### src/pkg/i2c_port_pkg.sv
// Shared constants and types of the I2C slave register port
package i2c_port_pkg;

    localparam logic [6:0] DEV_ADDR_RST = 7'h2A;
    localparam logic [7:0] PTR_RST = 8'h00;
    localparam logic [7:0] GEN_CALL_BYTE = 8'h00;
    localparam logic [6:0] CBUS_ADDR = 7'h01;
    localparam logic RW_WRITE = 1'b0;
    localparam logic RW_READ = 1'b1;
    localparam logic [3:0] BIT_LAST = 4'h7;
    localparam logic [3:0] BIT_DONE = 4'h8;
    localparam logic [3:0] BIT_ZERO = 4'h0;
    localparam logic [7:0] PTR_STEP = 8'h01;
    localparam logic [7:0] PTR_TOP = 8'hFF;
    localparam int WR_START_MAX_CYC = 3;

    typedef enum logic [3:0] {
        S_IDLE,
        S_ADDR,
        S_REG,
        S_WDATA,
        S_GC,
        S_ACK,
        S_TX,
        S_TXACK,
        S_IGNORE
    } slv_state_t;

    typedef struct packed {
        slv_state_t st;
        slv_state_t after_ack;
        logic [3:0] bitcnt;
        logic [7:0] shreg;
        logic [7:0] ptr;
        logic [6:0] dev_addr;
        logic sda_oe;
        logic wr_en;
        logic [7:0] wr_addr;
        logic [7:0] wr_data;
    } slv_regs_t;

    typedef struct packed {
        logic f1;
        logic f2;
        logic f3;
        logic q;
    } sync_regs_t;

    typedef struct packed {
        logic scl_d;
        logic sda_d;
    } cond_regs_t;

    typedef struct packed {
        logic scl_rise;
        logic scl_fall;
        logic start;
        logic stop;
    } bus_evt_t;

    typedef struct packed {
        logic en;
        logic [7:0] addr;
        logic [7:0] data;
    } reg_wr_t;

endpackage : i2c_port_pkg

### src/design/pin_sync3.sv
// Three-stage pin synchroniser with agreement filter
`timescale 1ns/100ps
module pin_sync3 (
    input wire logic sys_clk,
    input wire logic rstn,
    input wire logic pin_i,
    output logic level_o
);
    i2c_port_pkg::sync_regs_t state_r;
    i2c_port_pkg::sync_regs_t state_nxt;

    always_comb begin
        state_nxt = state_r;
        state_nxt.f1 = pin_i;
        state_nxt.f2 = state_r.f1;
        state_nxt.f3 = state_r.f2;
        // First stage feeds only the second
        if (state_r.f2 == state_r.f3) begin
            state_nxt.q = state_r.f3;
        end
    end

    always_ff @(posedge sys_clk) begin
        if (!rstn) begin
            state_r <= '{f1: 1'b1, f2: 1'b1, f3: 1'b1, q: 1'b1};
        end else begin
            state_r <= state_nxt;
        end
    end

    assign level_o = state_r.q;

endmodule : pin_sync3

### src/design/bus_cond_detect.sv
// Detects SCL edges and START/STOP conditions on filtered lines
`timescale 1ns/100ps
module bus_cond_detect (
    input wire logic sys_clk,
    input wire logic rstn,
    input wire logic scl_s,
    input wire logic sda_s,
    output i2c_port_pkg::bus_evt_t evt
);
    i2c_port_pkg::cond_regs_t state_r;
    i2c_port_pkg::cond_regs_t state_nxt;

    always_comb begin
        state_nxt.scl_d = scl_s;
        state_nxt.sda_d = sda_s;
    end

    always_ff @(posedge sys_clk) begin
        if (!rstn) begin
            state_r <= '{scl_d: 1'b1, sda_d: 1'b1};
        end else begin
            state_r <= state_nxt;
        end
    end

    always_comb begin
        evt.scl_rise = scl_s & ~state_r.scl_d;
        evt.scl_fall = ~scl_s & state_r.scl_d;
        // SDA moving while SCL stays high
        evt.start = scl_s & state_r.scl_d & state_r.sda_d & ~sda_s;
        evt.stop = scl_s & state_r.scl_d & ~state_r.sda_d & sda_s;
    end

endmodule : bus_cond_detect

### src/design/i2c_slave_register_port.sv
// I2C slave front end giving a bus master access to the register space
`timescale 1ns/100ps

// Overview of operation
// - First byte: seven address bits plus direction
// - Own address with write: acknowledge, receive
// - Byte after address loads register pointer
// - Data bytes acknowledged, stored, pointer advances
// - Two-byte write only sets the pointer
// - Acknowledge writes to missing registers too
// - Pointer wraps from top to zero
// - Never answer a CBUS address
// - Own address with read: acknowledge, transmit
// - Pointer starts at zero after reset
// - Master ACK continues, NACK releases line
// - Missing register reads complete normally
// - Register write starts within three clocks
// - General call second byte sets address
// - Stored address loaded after power-up
// - Reserved addresses never used as address; general call and stored load accept any value
module i2c_slave_register_port #(
    parameter logic [6:0] DEV_ADDR_DEFAULT = i2c_port_pkg::DEV_ADDR_RST
) (
    input wire logic sys_clk,
    input wire logic rstn,
    input wire logic scl_i,
    input wire logic sda_i,
    output logic sda_o,
    output logic sda_oe,
    input wire logic nv_load,
    input wire logic [6:0] nv_dev_addr,
    output logic [7:0] rd_addr,
    input wire logic [7:0] rd_data,
    output i2c_port_pkg::reg_wr_t reg_wr,
    output logic [6:0] dev_addr
);
    i2c_port_pkg::slv_regs_t state_r;
    i2c_port_pkg::slv_regs_t state_nxt;
    i2c_port_pkg::bus_evt_t evt;
    logic scl_s;
    logic sda_s;
    logic [7:0] rx_byte;
    logic [6:0] rx_addr;
    logic byte_end;

    pin_sync3 u_scl_sync (
        .sys_clk(sys_clk),
        .rstn(rstn),
        .pin_i(scl_i),
        .level_o(scl_s)
    );

    pin_sync3 u_sda_sync (
        .sys_clk(sys_clk),
        .rstn(rstn),
        .pin_i(sda_i),
        .level_o(sda_s)
    );

    bus_cond_detect u_cond (
        .sys_clk(sys_clk),
        .rstn(rstn),
        .scl_s(scl_s),
        .sda_s(sda_s),
        .evt(evt)
    );

    // Byte as it stands once the eighth bit is sampled
    assign rx_byte = {state_r.shreg[6:0], sda_s};
    assign rx_addr = rx_byte[7:1];
    assign byte_end = evt.scl_rise && (state_r.bitcnt == i2c_port_pkg::BIT_LAST);

    always_comb begin
        state_nxt = state_r;
        state_nxt.wr_en = 1'b0;
        if (nv_load) begin
            state_nxt.dev_addr = nv_dev_addr;
        end
        if (evt.start) begin
            state_nxt.st = i2c_port_pkg::S_ADDR;
            state_nxt.bitcnt = i2c_port_pkg::BIT_ZERO;
            state_nxt.sda_oe = 1'b0;
        end else if (evt.stop) begin
            state_nxt.st = i2c_port_pkg::S_IDLE;
            state_nxt.sda_oe = 1'b0;
        end else begin
            case (state_r.st)
                i2c_port_pkg::S_ADDR, i2c_port_pkg::S_REG, i2c_port_pkg::S_WDATA, i2c_port_pkg::S_GC: begin
                    if (evt.scl_rise) begin
                        state_nxt.shreg = rx_byte;
                        state_nxt.bitcnt = 4'(state_r.bitcnt + 4'h1);
                    end else if (evt.scl_fall && state_r.bitcnt == i2c_port_pkg::BIT_DONE) begin
                        // Acknowledge driven low through the ninth clock
                        state_nxt.sda_oe = 1'b1;
                        state_nxt.st = i2c_port_pkg::S_ACK;
                    end
                    if (byte_end) begin
                        case (state_r.st)
                            i2c_port_pkg::S_ADDR: begin
                                if (rx_addr == i2c_port_pkg::CBUS_ADDR) begin
                                    state_nxt.st = i2c_port_pkg::S_IGNORE;
                                end else if (rx_byte == i2c_port_pkg::GEN_CALL_BYTE) begin
                                    state_nxt.after_ack = i2c_port_pkg::S_GC;
                                end else if (rx_addr == state_r.dev_addr) begin
                                    state_nxt.after_ack = (rx_byte[0] == i2c_port_pkg::RW_READ) ?
                                        i2c_port_pkg::S_TX : i2c_port_pkg::S_REG;
                                end else begin
                                    state_nxt.st = i2c_port_pkg::S_IGNORE;
                                end
                            end
                            i2c_port_pkg::S_REG: begin
                                state_nxt.ptr = rx_byte;
                                state_nxt.after_ack = i2c_port_pkg::S_WDATA;
                            end
                            i2c_port_pkg::S_WDATA: begin
                                state_nxt.wr_en = 1'b1;
                                state_nxt.wr_addr = state_r.ptr;
                                state_nxt.wr_data = rx_byte;
                                state_nxt.ptr = 8'(state_r.ptr + i2c_port_pkg::PTR_STEP);
                                state_nxt.after_ack = i2c_port_pkg::S_WDATA;
                            end
                            i2c_port_pkg::S_GC: begin
                                state_nxt.dev_addr = rx_addr;
                                state_nxt.after_ack = i2c_port_pkg::S_IGNORE;
                            end
                            default: begin
                                state_nxt.st = i2c_port_pkg::S_IGNORE;
                            end
                        endcase
                    end
                end
                i2c_port_pkg::S_ACK: begin
                    if (evt.scl_fall) begin
                        state_nxt.sda_oe = 1'b0;
                        state_nxt.bitcnt = i2c_port_pkg::BIT_ZERO;
                        state_nxt.st = state_r.after_ack;
                        if (state_r.after_ack == i2c_port_pkg::S_TX) begin
                            state_nxt.shreg = rd_data;
                            state_nxt.sda_oe = ~rd_data[7];
                        end
                    end
                end
                i2c_port_pkg::S_TX: begin
                    if (evt.scl_rise) begin
                        state_nxt.bitcnt = 4'(state_r.bitcnt + 4'h1);
                    end else if (evt.scl_fall) begin
                        if (state_r.bitcnt == i2c_port_pkg::BIT_DONE) begin
                            // Line let go for the master's answer
                            state_nxt.sda_oe = 1'b0;
                            state_nxt.st = i2c_port_pkg::S_TXACK;
                        end else begin
                            state_nxt.shreg = {state_r.shreg[6:0], 1'b0};
                            state_nxt.sda_oe = ~state_r.shreg[6];
                        end
                    end
                end
                i2c_port_pkg::S_TXACK: begin
                    if (evt.scl_rise) begin
                        if (!sda_s) begin
                            state_nxt.ptr = 8'(state_r.ptr + i2c_port_pkg::PTR_STEP);
                            state_nxt.after_ack = i2c_port_pkg::S_TX;
                            state_nxt.st = i2c_port_pkg::S_ACK;
                        end else begin
                            state_nxt.st = i2c_port_pkg::S_IGNORE;
                        end
                    end
                end
                i2c_port_pkg::S_IDLE, i2c_port_pkg::S_IGNORE: begin
                    state_nxt.sda_oe = 1'b0;
                end
                default: begin
                    state_nxt.st = i2c_port_pkg::S_IDLE;
                    state_nxt.sda_oe = 1'b0;
                end
            endcase
        end
    end

    always_ff @(posedge sys_clk) begin
        if (!rstn) begin
            state_r <= '{st: i2c_port_pkg::S_IDLE, after_ack: i2c_port_pkg::S_IDLE,
                bitcnt: i2c_port_pkg::BIT_ZERO, shreg: 8'h00,
                ptr: i2c_port_pkg::PTR_RST, dev_addr: DEV_ADDR_DEFAULT,
                sda_oe: 1'b0, wr_en: 1'b0, wr_addr: 8'h00, wr_data: 8'h00};
        end else begin
            state_r <= state_nxt;
        end
    end

    // Open drain: only ever pull low
    assign sda_o = 1'b0;
    assign sda_oe = state_r.sda_oe;
    assign rd_addr = state_r.ptr;
    assign dev_addr = state_r.dev_addr;
    assign reg_wr.en = state_r.wr_en;
    assign reg_wr.addr = state_r.wr_addr;
    assign reg_wr.data = state_r.wr_data;

    logic [6:0] gc_new;
    assign gc_new = rx_addr;
endmodule : i2c_slave_register_port

### config.mk
export PLATFORM = sky130hd
export DESIGN_NAME = i2c_slave_register_port
export DESIGN_NICKNAME = d
export VERILOG_FILES = /design/src/pkg/i2c_port_pkg.sv /design/src/design/pin_sync3.sv /design/src/design/bus_cond_detect.sv /design/src/design/i2c_slave_register_port.sv
export SDC_FILE = /design/constraint.sdc
export NUM_CORES = 1
export LEC_CHECK = 0
export BUFFER_PORTS_ARGS = -buffer_cell sky130_fd_sc_hd__buf_2
export CAP_MARGIN = 20
export CORE_AREA = 2 2 93 95
export DETAILED_ROUTE_END_ITERATION = 10
export DIE_AREA = 0 0 95 97
export GPL_TIMING_DRIVEN = 0
export PLACE_DENSITY = 0.74
export SLEW_MARGIN = 0
export SYNTH_ARGS = -nofsm -noshare
export SYNTH_HDL_FRONTEND = slang
export SYNTH_SLANG_ARGS = --single-unit
### constraint.sdc
create_clock -name sys_clk -period 5.4 [get_ports sys_clk]
set_clock_uncertainty 0.1 [all_clocks]
set_input_delay 0.81 -clock sys_clk [delete_from_list [all_inputs] [get_ports sys_clk]]
set_output_delay 0.81 -clock sys_clk [all_outputs]
set_load 0.005 [all_outputs]
# Yosys cells after proc, flatten, opt, wreduce, memory -nomap -nowiden
# Index checks and enable logic that the tools add are counted.
classes:
  n_eq_ne: 38
  add_sub_neg: 2
  n_reduce_logical: 21
  n_bitwise: 20
  mux: 50
ops:
  columns: ["cell", "count"]
  rows:
  - ["$mux W8", 8]
  - ["$mux W4", 15]
  - ["$pmux W12 S3", 1]
  - ["$mux W7", 5]
  - ["$pmux W8 S2", 2]
  - ["$ne A4 B4 Y1 const B", 7]
  - ["$ne A2 B2 Y1 const B", 13]
  - ["$eq A4 B3 Y1 const B", 6]
  - ["$mux W12", 2]
  - ["$pmux W4 S5", 1]
  - ["$reduce_and A6 Y1", 3]
  - ["$reduce_and A9 Y1", 2]
  - ["$mux W17", 1]
  - ["$pmux W4 S2", 2]
  - ["$mux W15", 1]
  - ["$not A1 Y1", 13]
  - ["$pmux W4 S3", 1]
  - ["$reduce_and A5 Y1", 2]
  - ["$mux W1", 9]
  - ["$ne A3 B3 Y1 const B", 3]
  - ["$add A8 B1 Y8 const B", 1]
  - ["$eq A4 B2 Y1 const B", 2]
  - ["$eq A4 B4 Y1 const B", 2]
  - ["$logic_not A8 Y1", 1]
  - ["other kinds (17)", 28]
word_totals:
  output_inout_bits: 34
  regBits: 62
  in_bits: 20
  word_cells: 152

# Longest topological paths before layout
logic_depth:
  ltp_word: 13
  mapped_depth: 9
  ltp_nobuf: 8

# Cells and area by module
# From an unflattened synthesis, not the netlist that was laid out.
unflattened:
  hier_cells: 421
  hier_area_um2: 3597.2
by_module_without_submodules:
  columns: ["module", "cells_each", "area_each_um2", "instances", "seq_area_each_um2"]
  rows:
  - ["i2c_slave_register_port", 393, 3286.9, 1, 1041.0]
  - ["pin_sync3", 10, 112.6, 2, 80.1]
  - ["bus_cond_detect", 8, 85.1, 1, 40.0]

# Worst setup path before layout
# Ideal clock, no wire load.
synth_timing:
  kind: "register to register"
  start: "register state_r[41] (netlist name)"
  end: "register state_r, in the netlist dev_addr[3]"
  n_path_buf: 2
  required_ns: 5.172
  arrival_time_ns: 1.582
  setup_time_ns: 0.128
  path_slack_ns: 3.590
  synth_period_minus_slack_ns: 1.810
  stages_incl_launch_ff: 10
  path_cell_list: "dfxtp_1 > ha_1 > and3b_1 > and2_1 > buf_2 > nand3_1 > clkbuf_1 > nand2_1 > o21ai_0 > nand2_1"
synth_via:
  elab_chain_cells: 6
synth_lines:
  columns: ["element", "line", "text"]
  rows:
  - ["from (decl)", "i2c_slave_register_port.sv:37", "i2c_port_pkg::slv_regs_t state_r;"]
  - ["from (signal assigned)", "i2c_slave_register_port.sv:181", "state_r <= '{st: i2c_port_pkg::S_IDLE, after_ack: i2c_port_pkg::S_IDLE,"]
  - ["from (signal assigned)", "i2c_slave_register_port.sv:186", "state_r <= state_nxt;"]
  - ["$eq A4 B3 Y1", "i2c_slave_register_port.sv:71", "assign byte_end = evt.scl_rise && (state_r.bitcnt == i2c_port_pkg::BIT_LAST);"]
  - ["$logic_and A1 B1 Y1", "i2c_slave_register_port.sv:71", null]
  - ["$mux W15", "i2c_slave_register_port.sv:97", "if (byte_end) begin"]
  - ["$mux W7", "i2c_slave_register_port.sv:87", "case (state_r.st)"]
  - ["$mux W7", "i2c_slave_register_port.sv:83", "end else if (evt.stop) begin"]
  - ["$mux W7", "i2c_slave_register_port.sv:79", "if (evt.start) begin"]
# No other way between the ends. The select of a mux whose other input is x is not followed.
# A chain may end at the register's enable or synchronous reset.

# Worst setup path in the final report
layout_timing:
  start: "register state_r[51] (netlist name)"
  end: "register state_r, in the netlist dev_addr[1]"
layout_via:
  elab_chain_cells: 6
  word_cells_on_any_way: 10
  cone_classes: "eq/ne: 4; mux: 5; reduce/logical: 1"
layout_lines:
  columns: ["element", "line", "text"]
  rows:
  - ["$eq A4 B3 Y1", "i2c_slave_register_port.sv:87, i2c_slave_register_port.sv:98", null]
  - ["$mux W7", "i2c_slave_register_port.sv:98", "case (state_r.st)"]
  - ["$mux W15", "i2c_slave_register_port.sv:97", null]
  - ["$mux W7 *", "i2c_slave_register_port.sv:87", null]
  - ["$mux W7 *", "i2c_slave_register_port.sv:83", null]
  - ["$mux W7 *", "i2c_slave_register_port.sv:79", null]
# Mark *: on every way between the ends. The rest lies on a longest branch, timed or not. The select of a mux whose other input is x is not followed.

==> impl_metrics.tcl <==
set metrics [dict create \
    io_pins 54 \
    hold_path_class "register to register" \
    syn_avg_cell_area_um2 8.184 \
    fin_setup_tns_ns 0 \
    regArea_mm2 0.001241 \
    synth_top_family_by_area "simple AND/OR/NAND/NOR gates" \
    setup_viol_count_final 0 \
    grt_pass1_vias 3164 \
    grt_pass1_wl_um 14790 \
    gp_congestion 0.9282 \
    io_buffers 51 \
    reg2reg_slack_ns 3.21 \
    clockBufferDepth 2 \
    crit_type "register to register" \
    syn_area_mm2 0.003601 \
    nNetsFinal 525 \
    yosys.area_share.simple_pct 24.84 \
    vias_per_cell 5.410 \
    path_buf_inv 2 \
    p_leak_nw 1.780 \
    maxSlewHeadroom_pct 58.05 \
    yosysMostFrequentCell "nand2_1" \
    worst_path_max_delay_cell "nor2b_1" \
    die_h_um 97 \
    grt_max_degree 12 \
    min_path_cells 1 \
    period_minus_slack_ns 2.191 \
    antenna_found_initial 0 \
    synth_warnings 0 \
    tritoncts "built" \
    maxSlewViolCount 0 \
    maxCapViolations 0 \
    ys_types 71 \
    holdPathEnd "u_scl_sync.state_nxt[1]" \
    synth_seq_area_share_pct 34.47 \
    num_rows 33 \
    path_delay_family "simple AND/OR/NAND/NOR gates" \
    post_cts_buffers 0 \
    r2r-start "state_r[51]" \
    drtIter0Drc 304 \
    ant_nets 0 \
    vias 3311 \
    required_ns 5.50 \
    yosys.area_share.adder_pct 1.042 \
    worst_r2r_path_depth 6 \
    core_mm2 0.008134 \
    wl_um 8854 \
    drc 0 \
    antennaDiodeCount 0 \
    vdd_ir_drop_max_mv 0.1392 \
    hold_ws_ns 0.3136 \
    ys_ff_latch 62 \
    die_area_mm2 0.009215 \
    multi_input_area_mm2 0.001916 \
    cts_hold_buf 0 \
    wl_per_cell_um 14.47 \
    cp_max_fo 10 \
    grt.overflow.total 0 \
    yosysTopAreaCell "dfxtp_1" \
    max_freq_ghz 0.4565 \
    start_util_pct 44.27 \
    synth_compound_area_share_pct 22.27 \
    drtPass1Iterations 5 \
    startpoint_type "register" \
    synth_area_leaders "dfxtp_1 34%, nand2_1 7.9%, buf_4 7.3%" \
    final_hold_viol_count 0 \
    synth_common_cells "76 x nand2_1, 62 x dfxtp_1, 41 x a21oi_1" \
    synth_top_area_share_pct 34.47 \
    fin_crit_sh_pct 40.57 \
    drive_gt1_share_pct 28.80 \
    n_fill_cell 773 \
    cts-root-buf "clkbuf_8" \
    end_kind "register" \
    clkSinkCount 62 \
    grt_use_total_pct 19.98 \
    hold_start "u_scl_sync.state_nxt[2]" \
    rsz0062_at_grt "no" \
    ys.flop_type "dfxtp_1" \
    cts_resized 0 \
    syn_inst 440 \
    clk_pin_slew_worst_paths_ns 0.08 \
    ys_async_sr_fraction_pct 0 \
    p_per_area_mw_per_mm2 247.3 \
    cts_buffers 9 \
    synth.area.mux_share_pct 2.502 \
    crit_arrival_ns 2.30 \
    h-tree-depth 3 \
    reg2reg_to "dev_addr[1]" \
    hpwlAfterDp_um 6421 \
    synth_edf_count 0 \
    synthXorXnorAreaFrac_pct 2.432 \
    worst_slew_pin_slew_ns 0.6227 \
    path_cells "buf_6, nor2b_1, nand3_1, clkbuf_1, o21ai_0, nand2_1" \
    syn2layout_area_growth_pct 18.24 \
    max_stage_delay_ns 0.44 \
    status "completed" \
    clk_latency_ns 0.34 \
    synth_fp_nets 463 \
    dieWidth_um 95 \
]
[layout by cell type, fill, tap and decap left out, types with 3 or more instances in the layout]
| master | netlist | final |
|---|---|---|
| nand2_1 | 76 | 76 |
| xor2_1 | 5 | 5 |
| clkbuf_1 | 12 | 12 |
| nor3_2 | 3 | 3 |
| buf_4 | 35 | 35 |
| xnor2_1 | 5 | 5 |
| mux2i_1 | 9 | 9 |
| bufinv_16 | 0 | 4 |
| nand3_1 | 11 | 11 |
| a311oi_1 | 4 | 4 |
| a21oi_1 | 41 | 41 |
| dfxtp_1 | 62 | 62 |
| inv_1 | 7 | 7 |
| buf_2 | 9 | 60 |
| nor3_1 | 3 | 3 |
| nand4_1 | 3 | 3 |
| o21a_1 | 5 | 5 |
| nor2_1 | 30 | 30 |
| nand3b_1 | 5 | 5 |
| a211oi_1 | 8 | 8 |
| o21ai_0 | 21 | 21 |
| o221ai_1 | 3 | 3 |
| ha_1 | 3 | 3 |
| nor2_2 | 3 | 3 |
| nor2b_1 | 4 | 4 |
| buf_6 | 5 | 5 |
| nand2b_1 | 11 | 11 |
| clkbuf_8 | 0 | 10 |
[where the power goes]
| group | total, mW | switching, mW | leakage, nW | internal, mW |
|---|---|---|---|---|
| Clock | 0.548 | 0.183 | 0.132 | 0.365 |
| Combinational | 0.0390 | 0.0197 | 1.15 | 0.0193 |
| Sequential | 0.466 | 0.00348 | 0.502 | 0.462 |
| Total | 1.05 | 0.206 | 1.78 | 0.846 |
[sequential cells by signal, indices dropped and copies added (netlist names)]
signal	count
dev_addr	7
gc_new	7
rd_addr	8
reg_wr	17
sda_oe	1
state_r	12
u_cond.state_r	2
u_scl_sync.level_o	1
u_scl_sync.state_nxt	2
u_scl_sync.state_r	1
u_sda_sync.level_o	1
u_sda_sync.state_nxt	2
u_sda_sync.state_r	1
[metal layers]
| layer | vias to the layer above | routed length, µm | global-route usage [%] | share of wire (%) |
|---|---|---|---|---|
| met5 | - | 0 | 0 | 0 |
| met4 | 0 | 99 | 6.243 | 1.1 |
| met3 | 13 | 505 | 4.907 | 5.7 |
| met2 | 109 | 4320 | 33.77 | 49 |
| met1 | 1564 | 3929 | 24.70 | 44 |
| li1 | 1625 | - | - | - |
[per-stage QoR]
step | cell area [µm²] | util [%] | power (mW) | std cells | worst slack [ns]
final | 4258 | 52.35 | 1.053 | 612 | 3.209
after global routing | 4258 | 52.35 | 1.086 | 612 | 3.013
after global placement | 3988 | 49.02 | 0.5141 | 596 | 3.326
after detailed placement | 3988 | 49.02 | 0.5149 | 596 | 3.274
after floorplan | 3601 | - | 0.4989 | 440 | 3.590
after CTS | 4258 | 52.35 | 1.062 | 612 | 3.247
[worst max-delay path by stage]
| stage | startpoint | to | slack, ns | depth (start not counted) |
|---|---|---|---|---|
| 4_1_cts | state_r[51] | dev_addr[5] | 3.25 | 6 |
| 5_1_grt | state_r[51] | dev_addr[1] | 3.01 | 6 |
| 3_3_place_gp | state_r[41] | dev_addr[3] | 3.33 | 9 |
| 6_report | state_r[51] | dev_addr[1] | 3.21 | 6 |
| 3_5_place_dp | state_r[41] | dev_addr[3] | 3.27 | 9 |
| 2_1_floorplan | state_r[41] | dev_addr[3] | 3.59 | 9 |
[cells by family (layout without fill, tap and decap cells)]
logic type / count (synthesis) / in the layout
AOI/OAI and AO/OA: 116 / 116
xor gates and xnor gates: 10 / 10
adders and majority gates: 3 / 3
buffers and inverters: 70 / 137
DFF: 62 / 62
muxes: 9 / 9
other: 1 / 1
and+or+nand+nor: 169 / 169
[final cells by class]
class,count,share of cell area (%)
inverter,7,0.6171
buffer,63,9.815
clock inverter,6,3.115
timing repair buffer,51,5.995
clock buffer,10,3.232
sequential,62,29.15
tap,105,3.086
multi-input combinational,308,44.99
(Power assumes the default switching activity.)
